File: config.mk
export PLATFORM = sky130hd
export DESIGN_NAME = sirq_event_logic
export DESIGN_NICKNAME = d
export VERILOG_FILES = /design/src/sirq_event_logic.v /design/src/sirq_queue.v /design/src/sirq_stretch.v
export VERILOG_INCLUDE_DIRS = /design/src
export SDC_FILE = /design/constraint.sdc
export NUM_CORES = 1
export LEC_CHECK = 0
export BUFFER_PORTS_ARGS = -buffer_cell sky130_fd_sc_hd__buf_2
export CORE_ASPECT_RATIO = 2
export CORE_MARGIN = 4
export CORE_UTILIZATION = 60
export DETAILED_ROUTE_END_ITERATION = 8
export HOLD_SLACK_MARGIN = 0.05
export PLACE_DENSITY = 0.79
export SETUP_SLACK_MARGIN = 0.2
export SLEW_MARGIN = 0
export SYNTH_ARGS = -nofsm -noshare
export SYNTH_HDL_FRONTEND = slang
export SYNTH_SLANG_ARGS = --single-unit
File: constraint.sdc
create_clock -name core_clk_in -period 4.8 [get_ports core_clk_in]
set_clock_uncertainty 0.15 [all_clocks]
set_input_delay 0.72 -clock core_clk_in [delete_from_list [all_inputs] [get_ports core_clk_in]]
set_output_delay 0.72 -clock core_clk_in [all_outputs]
set_load 0.005 [all_outputs]
File: src/sirq_consts.vh
`ifndef SIRQ_CONSTS_VH
`define SIRQ_CONSTS_VH
// register addresses of the first port instance
`define SIRQ_A_ABSTAT 16'hf0b8
`define SIRQ_A_FSTAT 16'hf0ba
`define SIRQ_A_TXFCON 16'hf0c4
`define SIRQ_A_RXFCON 16'hf0c6
`define SIRQ_A_ABIC 16'hf15c
`define SIRQ_A_TBIC 16'hf19c
`define SIRQ_A_ABCON 16'hf1b8
`define SIRQ_A_PMW 16'hfeaa
`define SIRQ_A_THOLD 16'hfeb0
`define SIRQ_A_RHOLD 16'hfeb2
`define SIRQ_A_BG 16'hfeb4
`define SIRQ_A_FDV 16'hfeb6
`define SIRQ_A_TIC 16'hff6c
`define SIRQ_A_RIC 16'hff6e
`define SIRQ_A_EIC 16'hff70
`define SIRQ_A_PCON 16'hffb0
`define SIRQ_A_ISTAT 16'hf0c8
`define SIRQ_A_IMASK 16'hf0ca
// port_control fields
`define SIRQ_M_MSB 2
`define SIRQ_M_LSB 0
`define SIRQ_REN 4
`define SIRQ_PEN 5
`define SIRQ_FEN 6
`define SIRQ_OEN 7
`define SIRQ_PE 8
`define SIRQ_FE 9
`define SIRQ_OE 10
`define SIRQ_ODD 12
// mode codes
`define SIRQ_MODE_SYNC 3'h0
`define SIRQ_MODE_P7 3'h3
`define SIRQ_MODE_P8 3'h7
// queue control fields
`define SIRQ_QEN 0
`define SIRQ_QFLU 1
`define SIRQ_QTM 2
`define SIRQ_QLVL_MSB 11
`define SIRQ_QLVL_LSB 8
// fill status fields
`define SIRQ_FS_RX_MSB 3
`define SIRQ_FS_RX_LSB 0
`define SIRQ_FS_TX_MSB 11
`define SIRQ_FS_TX_LSB 8
// reset values
`define SIRQ_PCON_RST 16'h0000
`define SIRQ_QCON_RST 16'h0100
`define SIRQ_MASK_RST 3'h0
// queue geometry and request width
`define SIRQ_QDEPTH 4'h8
`define SIRQ_REQ_CYC 2'h2
`endif

File: src/sirq_event_logic.v
// Functional notes
// - async, no queue: receive request on each frame moved to holding.
// - queue on, transparent off: receive request when fill reaches threshold.
// - sync, holding still unread at new frame: receive and error requests.
// - frame into full receive queue: both requests, newest entry overwritten.
// - reading an empty receive queue raises an error request.
// - transparent read leaving entries raises a receive request again.
// - writing the transmit flush bit raises a transmit holding request.
// - enabling transmit queue with transparent mode from off: holding request.
// - write to full transmit queue: error request, newest entry overwritten.
// - async stop bit low: receive and error requests, framing flag.
// - parity mismatch: receive and error requests, parity flag.
// - every request line stays active two clock cycles after its latest event.
// - error flags stay set until software clears them.
// - overrun check on and unread frame replaced: overrun flag, error request.
`timescale 1ns/100ps
`include "sirq_consts.vh"
module sirq_event_logic (
  input wire core_clk_in,
  input wire rst_in,
  input wire [15:0] reg_addr_in,
  input wire [15:0] reg_wdata_in,
  input wire reg_wr_in,
  input wire reg_rd_in,
  output reg [15:0] reg_rdata_out,
  input wire rx_frame_in,
  input wire [8:0] rx_data_in,
  input wire rx_stop_in,
  input wire tx_take_in,
  output reg [8:0] tx_data_out,
  output wire tx_ready_out,
  output wire receive_request_line_out,
  output wire error_request_line_out,
  output wire transmit_holding_request_line_out,
  output wire irq_out
);
  // software visible state
  reg [15:0] port_control;
  reg [15:0] tx_queue_control;
  reg [15:0] rx_queue_control;
  reg [15:0] transmit_holding;
  reg [2:0] irq_status;
  reg [2:0] irq_mask;

  // decoded fields
  wire [2:0] mode;
  wire sync_mode;
  wire rx_qen;
  wire rx_tm;
  wire [3:0] rx_lvl;
  wire tx_qen;
  wire tx_tm;
  wire [3:0] tx_lvl;
  wire overrun_check_enable;

  // bus decode strobes
  wire wr_pcon;
  wire wr_txfc;
  wire wr_rxfc;
  wire wr_thold;
  wire wr_mask;
  wire rd_rhold;
  wire rd_stat;

  // queue status
  wire [8:0] rx_head;
  wire [3:0] rx_cnt;
  wire rx_full;
  wire rx_empty;
  wire [8:0] tx_head;
  wire [3:0] tx_cnt;
  wire tx_full;
  wire tx_empty;
  wire rx_flush;
  wire tx_flush;

  // receive side checks
  wire parity_mode;
  wire calc_par;
  wire got_par;
  wire framing_err;
  wire parity_err;
  wire rx_ovf;
  wire buf_unread;
  wire sync_err;
  wire overrun_ev;
  wire rd_empty;
  wire tm_read;
  wire rx_thr;
  wire rx_each;
  wire rx_pop;

  // transmit side events
  wire tx_ovf;
  wire tx_take_ev;
  wire tb_take;
  wire tx_enable_ev;

  // per line collection
  wire rx_ev;
  wire er_ev;
  wire tb_ev;
  wire [2:0] ev;
  wire [2:0] lines;

  // field extraction
  assign mode = port_control[`SIRQ_M_MSB:`SIRQ_M_LSB];
  assign sync_mode = (mode == `SIRQ_MODE_SYNC);
  assign overrun_check_enable = port_control[`SIRQ_OEN];
  assign rx_qen = rx_queue_control[`SIRQ_QEN];
  assign rx_tm = rx_queue_control[`SIRQ_QTM];
  assign rx_lvl = rx_queue_control[`SIRQ_QLVL_MSB:`SIRQ_QLVL_LSB];
  assign tx_qen = tx_queue_control[`SIRQ_QEN];
  assign tx_tm = tx_queue_control[`SIRQ_QTM];
  assign tx_lvl = tx_queue_control[`SIRQ_QLVL_MSB:`SIRQ_QLVL_LSB];

  // address decode
  assign wr_pcon = reg_wr_in & (reg_addr_in == `SIRQ_A_PCON);
  assign wr_txfc = reg_wr_in & (reg_addr_in == `SIRQ_A_TXFCON);
  assign wr_rxfc = reg_wr_in & (reg_addr_in == `SIRQ_A_RXFCON);
  assign wr_thold = reg_wr_in & (reg_addr_in == `SIRQ_A_THOLD);
  assign wr_mask = reg_wr_in & (reg_addr_in == `SIRQ_A_IMASK);
  assign rd_rhold = reg_rd_in & (reg_addr_in == `SIRQ_A_RHOLD);
  assign rd_stat = reg_rd_in & (reg_addr_in == `SIRQ_A_ISTAT);

  // a flush bit or a change of the enable empties the queue
  assign rx_flush = wr_rxfc &
    (reg_wdata_in[`SIRQ_QFLU] | (reg_wdata_in[`SIRQ_QEN] != rx_qen));
  assign tx_flush = wr_txfc &
    (reg_wdata_in[`SIRQ_QFLU] | (reg_wdata_in[`SIRQ_QEN] != tx_qen));

  // receive queue, a single holding word when the queue is off
  // guarded queue
  sirq_queue u_rxq (
    .core_clk_in(core_clk_in),
    .rst_in(rst_in),
    .flush_in(rx_flush),
    .push_in(rx_frame_in),
    .pop_in(rd_rhold),
    .data_in(rx_data_in),
    .cap_in(rx_qen ? `SIRQ_QDEPTH : 4'h1),
    .head_out(rx_head),
    .count_out(rx_cnt),
    .full_out(rx_full),
    .empty_out(rx_empty)
  );

  // transmit queue, drained by the shifter
  // guarded queue
  sirq_queue u_txq (
    .core_clk_in(core_clk_in),
    .rst_in(rst_in),
    .flush_in(tx_flush),
    .push_in(wr_thold),
    .pop_in(tx_take_in),
    .data_in(reg_wdata_in[8:0]),
    .cap_in(tx_qen ? `SIRQ_QDEPTH : 4'h1),
    .head_out(tx_head),
    .count_out(tx_cnt),
    .full_out(tx_full),
    .empty_out(tx_empty)
  );

  // the shifter may take a word while anything is queued
  assign tx_ready_out = ~tx_empty;

  // a read in the cycle of an arrival frees a slot, so that frame is not lost
  assign rx_pop = rd_rhold & ~rx_empty;

  // parity over 7 or 8 data bits, odd select inverts the expectation
  // even parity: data ones plus the parity bit make an even count
  assign parity_mode = (mode == `SIRQ_MODE_P7) | (mode == `SIRQ_MODE_P8);
  assign calc_par = ((mode == `SIRQ_MODE_P7) ? (^rx_data_in[6:0]) : (^rx_data_in[7:0])) ^
    port_control[`SIRQ_ODD];
  assign got_par = (mode == `SIRQ_MODE_P7) ? rx_data_in[7] : rx_data_in[8];

  assign framing_err = rx_frame_in & ~sync_mode & port_control[`SIRQ_FEN] & ~rx_stop_in;
  assign parity_err = rx_frame_in & port_control[`SIRQ_PEN] & parity_mode &
    (got_par != calc_par);

  assign rx_ovf = rx_frame_in & rx_qen & rx_full & ~rx_pop;
  assign buf_unread = rx_frame_in & ~rx_qen & rx_full & ~rx_pop;
  assign sync_err = buf_unread & sync_mode;
  assign overrun_ev = rx_frame_in & overrun_check_enable & rx_full & ~rx_pop;
  assign rd_empty = rd_rhold & rx_qen & rx_empty;
  assign tm_read = rd_rhold & rx_qen & rx_tm & (rx_cnt > 4'h1);
  assign rx_thr = rx_frame_in & rx_qen & ~rx_tm & ~rx_full &
    ((rx_cnt + 4'h1) == rx_lvl);
  assign rx_each = rx_frame_in & (~rx_qen | rx_tm);

  // a take in the same cycle makes room for the write
  // transmit overflow
  assign tx_ovf = wr_thold & tx_qen & tx_full & ~tx_take_ev;
  // holding word moved to the shifter
  assign tx_take_ev = tx_take_in & ~tx_empty;
  assign tb_take = tx_take_ev & (~tx_qen | tx_tm | ((tx_cnt - 4'h1) == tx_lvl));
  assign tx_enable_ev = wr_txfc & reg_wdata_in[`SIRQ_QEN] & reg_wdata_in[`SIRQ_QTM] &
    ~tx_qen;

  // event collection per request line
  // several error causes raise the receive line as well
  assign rx_ev = rx_each | rx_thr | rx_ovf | sync_err | framing_err | parity_err | tm_read;
  assign er_ev = rx_ovf | sync_err | overrun_ev | rd_empty | tx_ovf | framing_err |
    parity_err;
  assign tb_ev = tb_take | (wr_txfc & reg_wdata_in[`SIRQ_QFLU]) | tx_enable_ev;
  // bit order matches the status and mask registers
  assign ev = {tb_ev, er_ev, rx_ev};

  sirq_stretch u_stretch (
    .core_clk_in(core_clk_in),
    .rst_in(rst_in),
    .ev_in(ev),
    .line_out(lines)
  );

  // stretched lines onto the request pins
  assign receive_request_line_out = lines[0];
  assign error_request_line_out = lines[1];
  assign transmit_holding_request_line_out = lines[2];

  // port control, error flags are set by hardware and win over a clear
  always @(posedge core_clk_in) begin
    if (rst_in) begin
      port_control <= `SIRQ_PCON_RST;
    end else begin
      // software write first, flag and enable updates below override it
      if (wr_pcon) begin
        port_control <= reg_wdata_in;
      end
      port_control[`SIRQ_OE] <= (wr_pcon ? reg_wdata_in[`SIRQ_OE] : port_control[`SIRQ_OE]) |
        overrun_ev;
      port_control[`SIRQ_FE] <= (wr_pcon ? reg_wdata_in[`SIRQ_FE] : port_control[`SIRQ_FE]) |
        framing_err;
      port_control[`SIRQ_PE] <= (wr_pcon ? reg_wdata_in[`SIRQ_PE] : port_control[`SIRQ_PE]) |
        parity_err;
      // receiver stops after each synchronous frame
      if (rx_frame_in & sync_mode) begin
        port_control[`SIRQ_REN] <= 1'b0;
      end
    end
  end

  // queue controls, the flush bit is an action and reads back zero
  always @(posedge core_clk_in) begin
    if (rst_in) begin
      tx_queue_control <= `SIRQ_QCON_RST;
      rx_queue_control <= `SIRQ_QCON_RST;
    end else begin
      if (wr_txfc) begin
        tx_queue_control <= reg_wdata_in & ~(16'h1 << `SIRQ_QFLU);
      end
      if (wr_rxfc) begin
        rx_queue_control <= reg_wdata_in & ~(16'h1 << `SIRQ_QFLU);
      end
    end
  end

  // last written transmit word, kept for read back
  always @(posedge core_clk_in) begin
    if (rst_in) begin
      transmit_holding <= 16'h0000;
    end else if (wr_thold) begin
      transmit_holding <= reg_wdata_in;
    end
  end

  // word handed to the shifter
  always @(posedge core_clk_in) begin
    if (rst_in) begin
      tx_data_out <= 9'h000;
    end else if (tx_take_ev) begin
      tx_data_out <= tx_head;
    end
  end

  // sticky interrupt status, cleared by reading it, a new event wins
  always @(posedge core_clk_in) begin
    if (rst_in) begin
      irq_status <= 3'h0;
      irq_mask <= `SIRQ_MASK_RST;
    end else begin
      irq_status <= (rd_stat ? 3'h0 : irq_status) | ev;
      // mask is plain storage
      if (wr_mask) begin
        irq_mask <= reg_wdata_in[2:0];
      end
    end
  end

  // level request while any unmasked status bit is set
  assign irq_out = |(irq_status & irq_mask);

  // read data, valid in the cycle after the strobe
  always @(posedge core_clk_in) begin
    if (rst_in) begin
      reg_rdata_out <= 16'h0000;
    end else if (reg_rd_in) begin
      // a holding read pops at this edge, so the head is latched first
      case (reg_addr_in)
        `SIRQ_A_PCON: begin
          reg_rdata_out <= port_control;
        end
        `SIRQ_A_TXFCON: begin
          reg_rdata_out <= tx_queue_control;
        end
        `SIRQ_A_RXFCON: begin
          reg_rdata_out <= rx_queue_control;
        end
        `SIRQ_A_FSTAT: begin
          reg_rdata_out <= {4'h0, tx_cnt, 4'h0, rx_cnt};
        end
        `SIRQ_A_THOLD: begin
          reg_rdata_out <= transmit_holding;
        end
        `SIRQ_A_RHOLD: begin
          reg_rdata_out <= rx_empty ? 16'h0000 : {7'h00, rx_head};
        end
        `SIRQ_A_ISTAT: begin
          reg_rdata_out <= {13'h0000, irq_status};
        end
        `SIRQ_A_IMASK: begin
          reg_rdata_out <= {13'h0000, irq_mask};
        end
        default: begin
          reg_rdata_out <= 16'h0000;
        end
      endcase
    end else begin
      reg_rdata_out <= 16'h0000;
    end
  end
endmodule

File: src/sirq_queue.v
`timescale 1ns/100ps
`include "sirq_consts.vh"
module sirq_queue (
  input wire core_clk_in,
  input wire rst_in,
  input wire flush_in,
  input wire push_in,
  input wire pop_in,
  input wire [8:0] data_in,
  input wire [3:0] cap_in,
  output wire [8:0] head_out,
  output wire [3:0] count_out,
  output wire full_out,
  output wire empty_out
);
  reg [8:0] mem [0:7];
  reg [2:0] wp;
  reg [2:0] rp;
  reg [3:0] cnt;
  wire do_pop;
  wire do_push;
  wire ovw;
  // full is relative to the configured capacity
  assign full_out = (cnt >= cap_in);
  assign empty_out = (cnt == 4'h0);
  assign count_out = cnt;
  assign head_out = mem[rp];
  assign do_pop = pop_in & ~empty_out;
  assign do_push = push_in & (~full_out | do_pop);
  assign ovw = push_in & full_out & ~do_pop;
  // storage, an overflow replaces the newest entry
  always @(posedge core_clk_in) begin
    if (do_push) begin
      mem[wp] <= data_in;
    end else if (ovw) begin
      mem[wp - 3'h1] <= data_in;
    end
  end
  // pointers and fill count, empty pops and overflows leave count alone
  always @(posedge core_clk_in) begin
    if (rst_in | flush_in) begin
      wp <= 3'h0;
      rp <= 3'h0;
      cnt <= 4'h0;
    end else begin
      if (do_push) begin
        wp <= wp + 3'h1;
      end
      if (do_pop) begin
        rp <= rp + 3'h1;
      end
      if (do_push & ~do_pop) begin
        cnt <= cnt + 4'h1;
      end else if (do_pop & ~do_push) begin
        cnt <= cnt - 4'h1;
      end
    end
  end
endmodule

File: src/sirq_stretch.v
`timescale 1ns/100ps
`include "sirq_consts.vh"
module sirq_stretch (
  input wire core_clk_in,
  input wire rst_in,
  input wire [2:0] ev_in,
  output wire [2:0] line_out
);
  genvar i;
  generate
    for (i = 0; i < 3; i = i + 1) begin : g_line
      reg act;
      reg [1:0] left;
      // request held for a fixed count, a new event restarts it
      always @(posedge core_clk_in) begin
        if (rst_in) begin
          act <= 1'b0;
          left <= 2'h0;
        end else if (ev_in[i]) begin
          act <= 1'b1;
          left <= `SIRQ_REQ_CYC - 2'h1;
        end else if (left != 2'h0) begin
          left <= left - 2'h1;
        end else begin
          act <= 1'b0;
        end
      end
      assign line_out[i] = act;
    end
  endgenerate
endmodule
==> flow_summary.yaml <==
run_status:
  status: "finished, final reports clean"
clock_network:
  h-tree-depth: 1
  cts_root_buffer: "clkbuf_16"
  cts_made_buffers: 23
  cts_setup_buffers: 0
  hold_buffers: 0
  cts_tree: "done"
  post_cts_resized: 0
  clk_latency_ns: 0.53
  clockBufferDepth: 3
  cts.sinks: 269
  cts.reportedPaths.clkPinSlew_ns: 0.07
grt:
  grt_pass1_vias: 8024
  grt_first_pass_wirelength_um: 42400
  grt_max_degree: 72
  grt-ovfl-total: 0
  grt_util_all_layers_pct: 25.0
  antenna_found_initial: 1
synthesis:
  async_reset_ff_share_pct: 0
  yosysWarnings: 0
  syn-mean-instance-area_um2: 12.1
  synth_area_um2: 11500
  synthCells: 958
  synth_fp_nets: 1027
  ys_seq_area_share_pct: 59.1
  ys.flop_type: "edfxtp_1"
  ys_ff_latch: 269
  synth-edff-count: 144
  ys_types: 68
place:
  hpwl_um: 19100
  port_buffers: 77
  gp_congestion: 0.893
  dpl_worst_slack_ns: 1.37
pwr:
  power_switching_mw: 1.72
  total_power_mw: 6.09
  pwr-share-comb_pct: 21.1
  p_clk_share_pct: 31.9
  power_density_nw_per_um2: 470
  vdd_drop_max_v: 0.000376
  cellLeakagePower_nw: 4.40
  p_sw_share_pct: 28.2
  seq_power_share_pct: 47.1
  internal-power_mw: 4.38
worst_setup_path:
  rr_worst_depth: 9
  cp_max_fo: 27
  ff2ff_setup_slack_ns: 1.36
  arrival_ns: 3.51
  crit_required_ns: 4.87
  critPathCaptureType: "flop"
  r2r-start: "u_txq.count_out[0]"
  rr_endpoint: "u_txq.mem[3][8]"
  crit_path_start_kind: "flop"
  critical_path_class: "reg2reg"
final_layout:
  drive_gt1_share_pct: 19.2
  final_common_cell: "nand2_1"
  nNetsFinal: 1092
  synthToLayoutAreaGrowth_pct: 12.2
  diodes: 0
  fin_util_pct: 68.8
  layout_common_cells: "nand2_1, edfxtp_1, dfxtp_1"
sta:
  worst_slack_ns: 1.36
  rsz0062_at_grt: "no"
  setup_viol: 0
  hold_viol: 0
  min_period_over_period_pct: 71.6
  finalCriticalPeriod_ns: 3.44
  tightestPinTransition_ns: 0.951
  relSlewSlack_pct: 36.6
  final.setup.tns_ns: 0
  slew_violations: 0
  fmax_mhz: 291
hold_path:
  hp-class: "reg2reg"
  hold_depth: 2
  min_to: "port_control[15]"
  hold_start: "port_control[15]"
routing:
  vias: 7986
  drt_wl_total_um: 27000
  post_drt_wl_per_cell_um: 20.8
  viasPerCell: 6.17
  drc: 0
  firstDrtPassIters: 5
  ant_nets: 0
  drt_iter0_markers: 649
floorplan:
  initial_core_util_pct: 61.3
  dieArea_um2: 21700
  die_w_um: 106
  die_y_um: 204
  rows: 71
  ios: 78
  fp.coreArea_um2: 18800
flow_run:
  cap_violations: 0
[worst max path at each step]
stage | start | end | slack, ns | depth (start not counted)
3_3_place_gp | reg_addr_in[6] | u_txq.mem[5][5] | 1.43 | 8
4_1_cts | u_txq.count_out[0] | u_txq.mem[3][8] | 1.35 | 9
5_1_grt | u_txq.count_out[0] | u_txq.count_out[3] | 1.08 | 12
3_5_place_dp | reg_addr_in[6] | u_txq.mem[4][7] | 1.37 | 8
2_1_floorplan | u_txq.count_out[0] | u_txq.mem[0][0] | 1.54 | 8
6_report | u_txq.count_out[0] | u_txq.mem[3][8] | 1.36 | 9
[stage by stage]
| stage | hold slack [ns] | instance area [µm²] | cells |
|---|---|---|---|
| global placement | 0.288 | 12200 | 1253 |
| finish | 0.300 | 13000 | 1295 |
| detailed placement | 0.293 | 12200 | 1253 |
| floorplan | 0.279 | 11500 | 958 |
| global route | 0.315 | 13000 | 1295 |
| CTS | 0.303 | 13000 | 1295 |
[logic make-up (layout without fill, tap and decap cells)]
kind of cell	count (synthesis)	count (layout)	synth area share [%]
flops	269	269	59.1
fa+ha+maj	21	21	2.27
compound gates	193	193	11.0
simple gates	286	286	11.8
mux	64	64	9.57
xor+xnor	39	39	3.08
buf+inv	86	168	3.25
[layer usage]
metal	vias up	share of wire, %	GRT usage, %
met3	99	5.0	2.88
met4	2	5.2	12.1
li1	3695	-	-
met5	-	0.019	0
met2	320	57	48.8
met1	3870	33	25.7
[worst max-delay path, stage by stage (launching register included)]
cell and delay [ns]:
dfxtp_1 0.49, inv_1 0.11, ha_1 0.25, or3b_1 0.18, and2_1 0.75, inv_2 0.21
and3_1 0.27, and4_1 0.25, nor3_1 0.22, buf_4 0.24
[final cells by class]
| class | instances | area, µm² |
|---|---|---|
| clock buffers | 26 | 618 |
| clock inverters | 16 | 185 |
| fillers | 1390 | 5880 |
| inverters | 25 | 93.8 |
| multi-input cells | 603 | 4350 |
| flip-flops and latches | 269 | 6830 |
| well taps | 255 | 319 |
| repair buffers | 101 | 566 |
[power groups by stage]
stage | Sequential, mW | Combinational, mW | Clock [mW]
finish | 2.87 | 1.28 | 1.94
global route | 2.89 | 1.41 | 2.06
CTS | 2.87 | 1.29 | 1.97
detailed placement | 2.91 | 1.28 | 0
global placement | 2.90 | 1.25 | 0
floorplan | 2.86 | 0.934 | 0
[registers in the layout (all words and copies together), names as in the netlist, named ones only]
name / flops
u_rxq.wp: 3
u_txq.mem: 72
u_txq.rp: 3
irq_status: 3
u_rxq.count_out: 4
port_control: 16
u_rxq.rp: 3
reg_rdata_out: 16
tx_queue_control: 15
tx_data_out: 9
transmit_holding: 16
u_rxq.mem: 72
u_stretch.g_line.left: 6
u_stretch.g_line.act: 3
u_txq.wp: 3
rx_queue_control: 15
irq_mask: 3
u_txq.count_out: 4
[cell usage after synthesis, types with 19 or more instances]
master	n	area [µm²]
a21oi_1	90	450
mux4_2	36	811
a31oi_1	19	119
edfxtp_1	144	4320
xnor2_1	20	175
nor2_1	46	173
ha_1	21	263
dfxtp_1	125	2500
inv_1	24	90.1
nor3_1	19	95.1
nand2_1	145	544
clkbuf_1	32	120
Note: power is estimated with default switching activity, not from simulation.
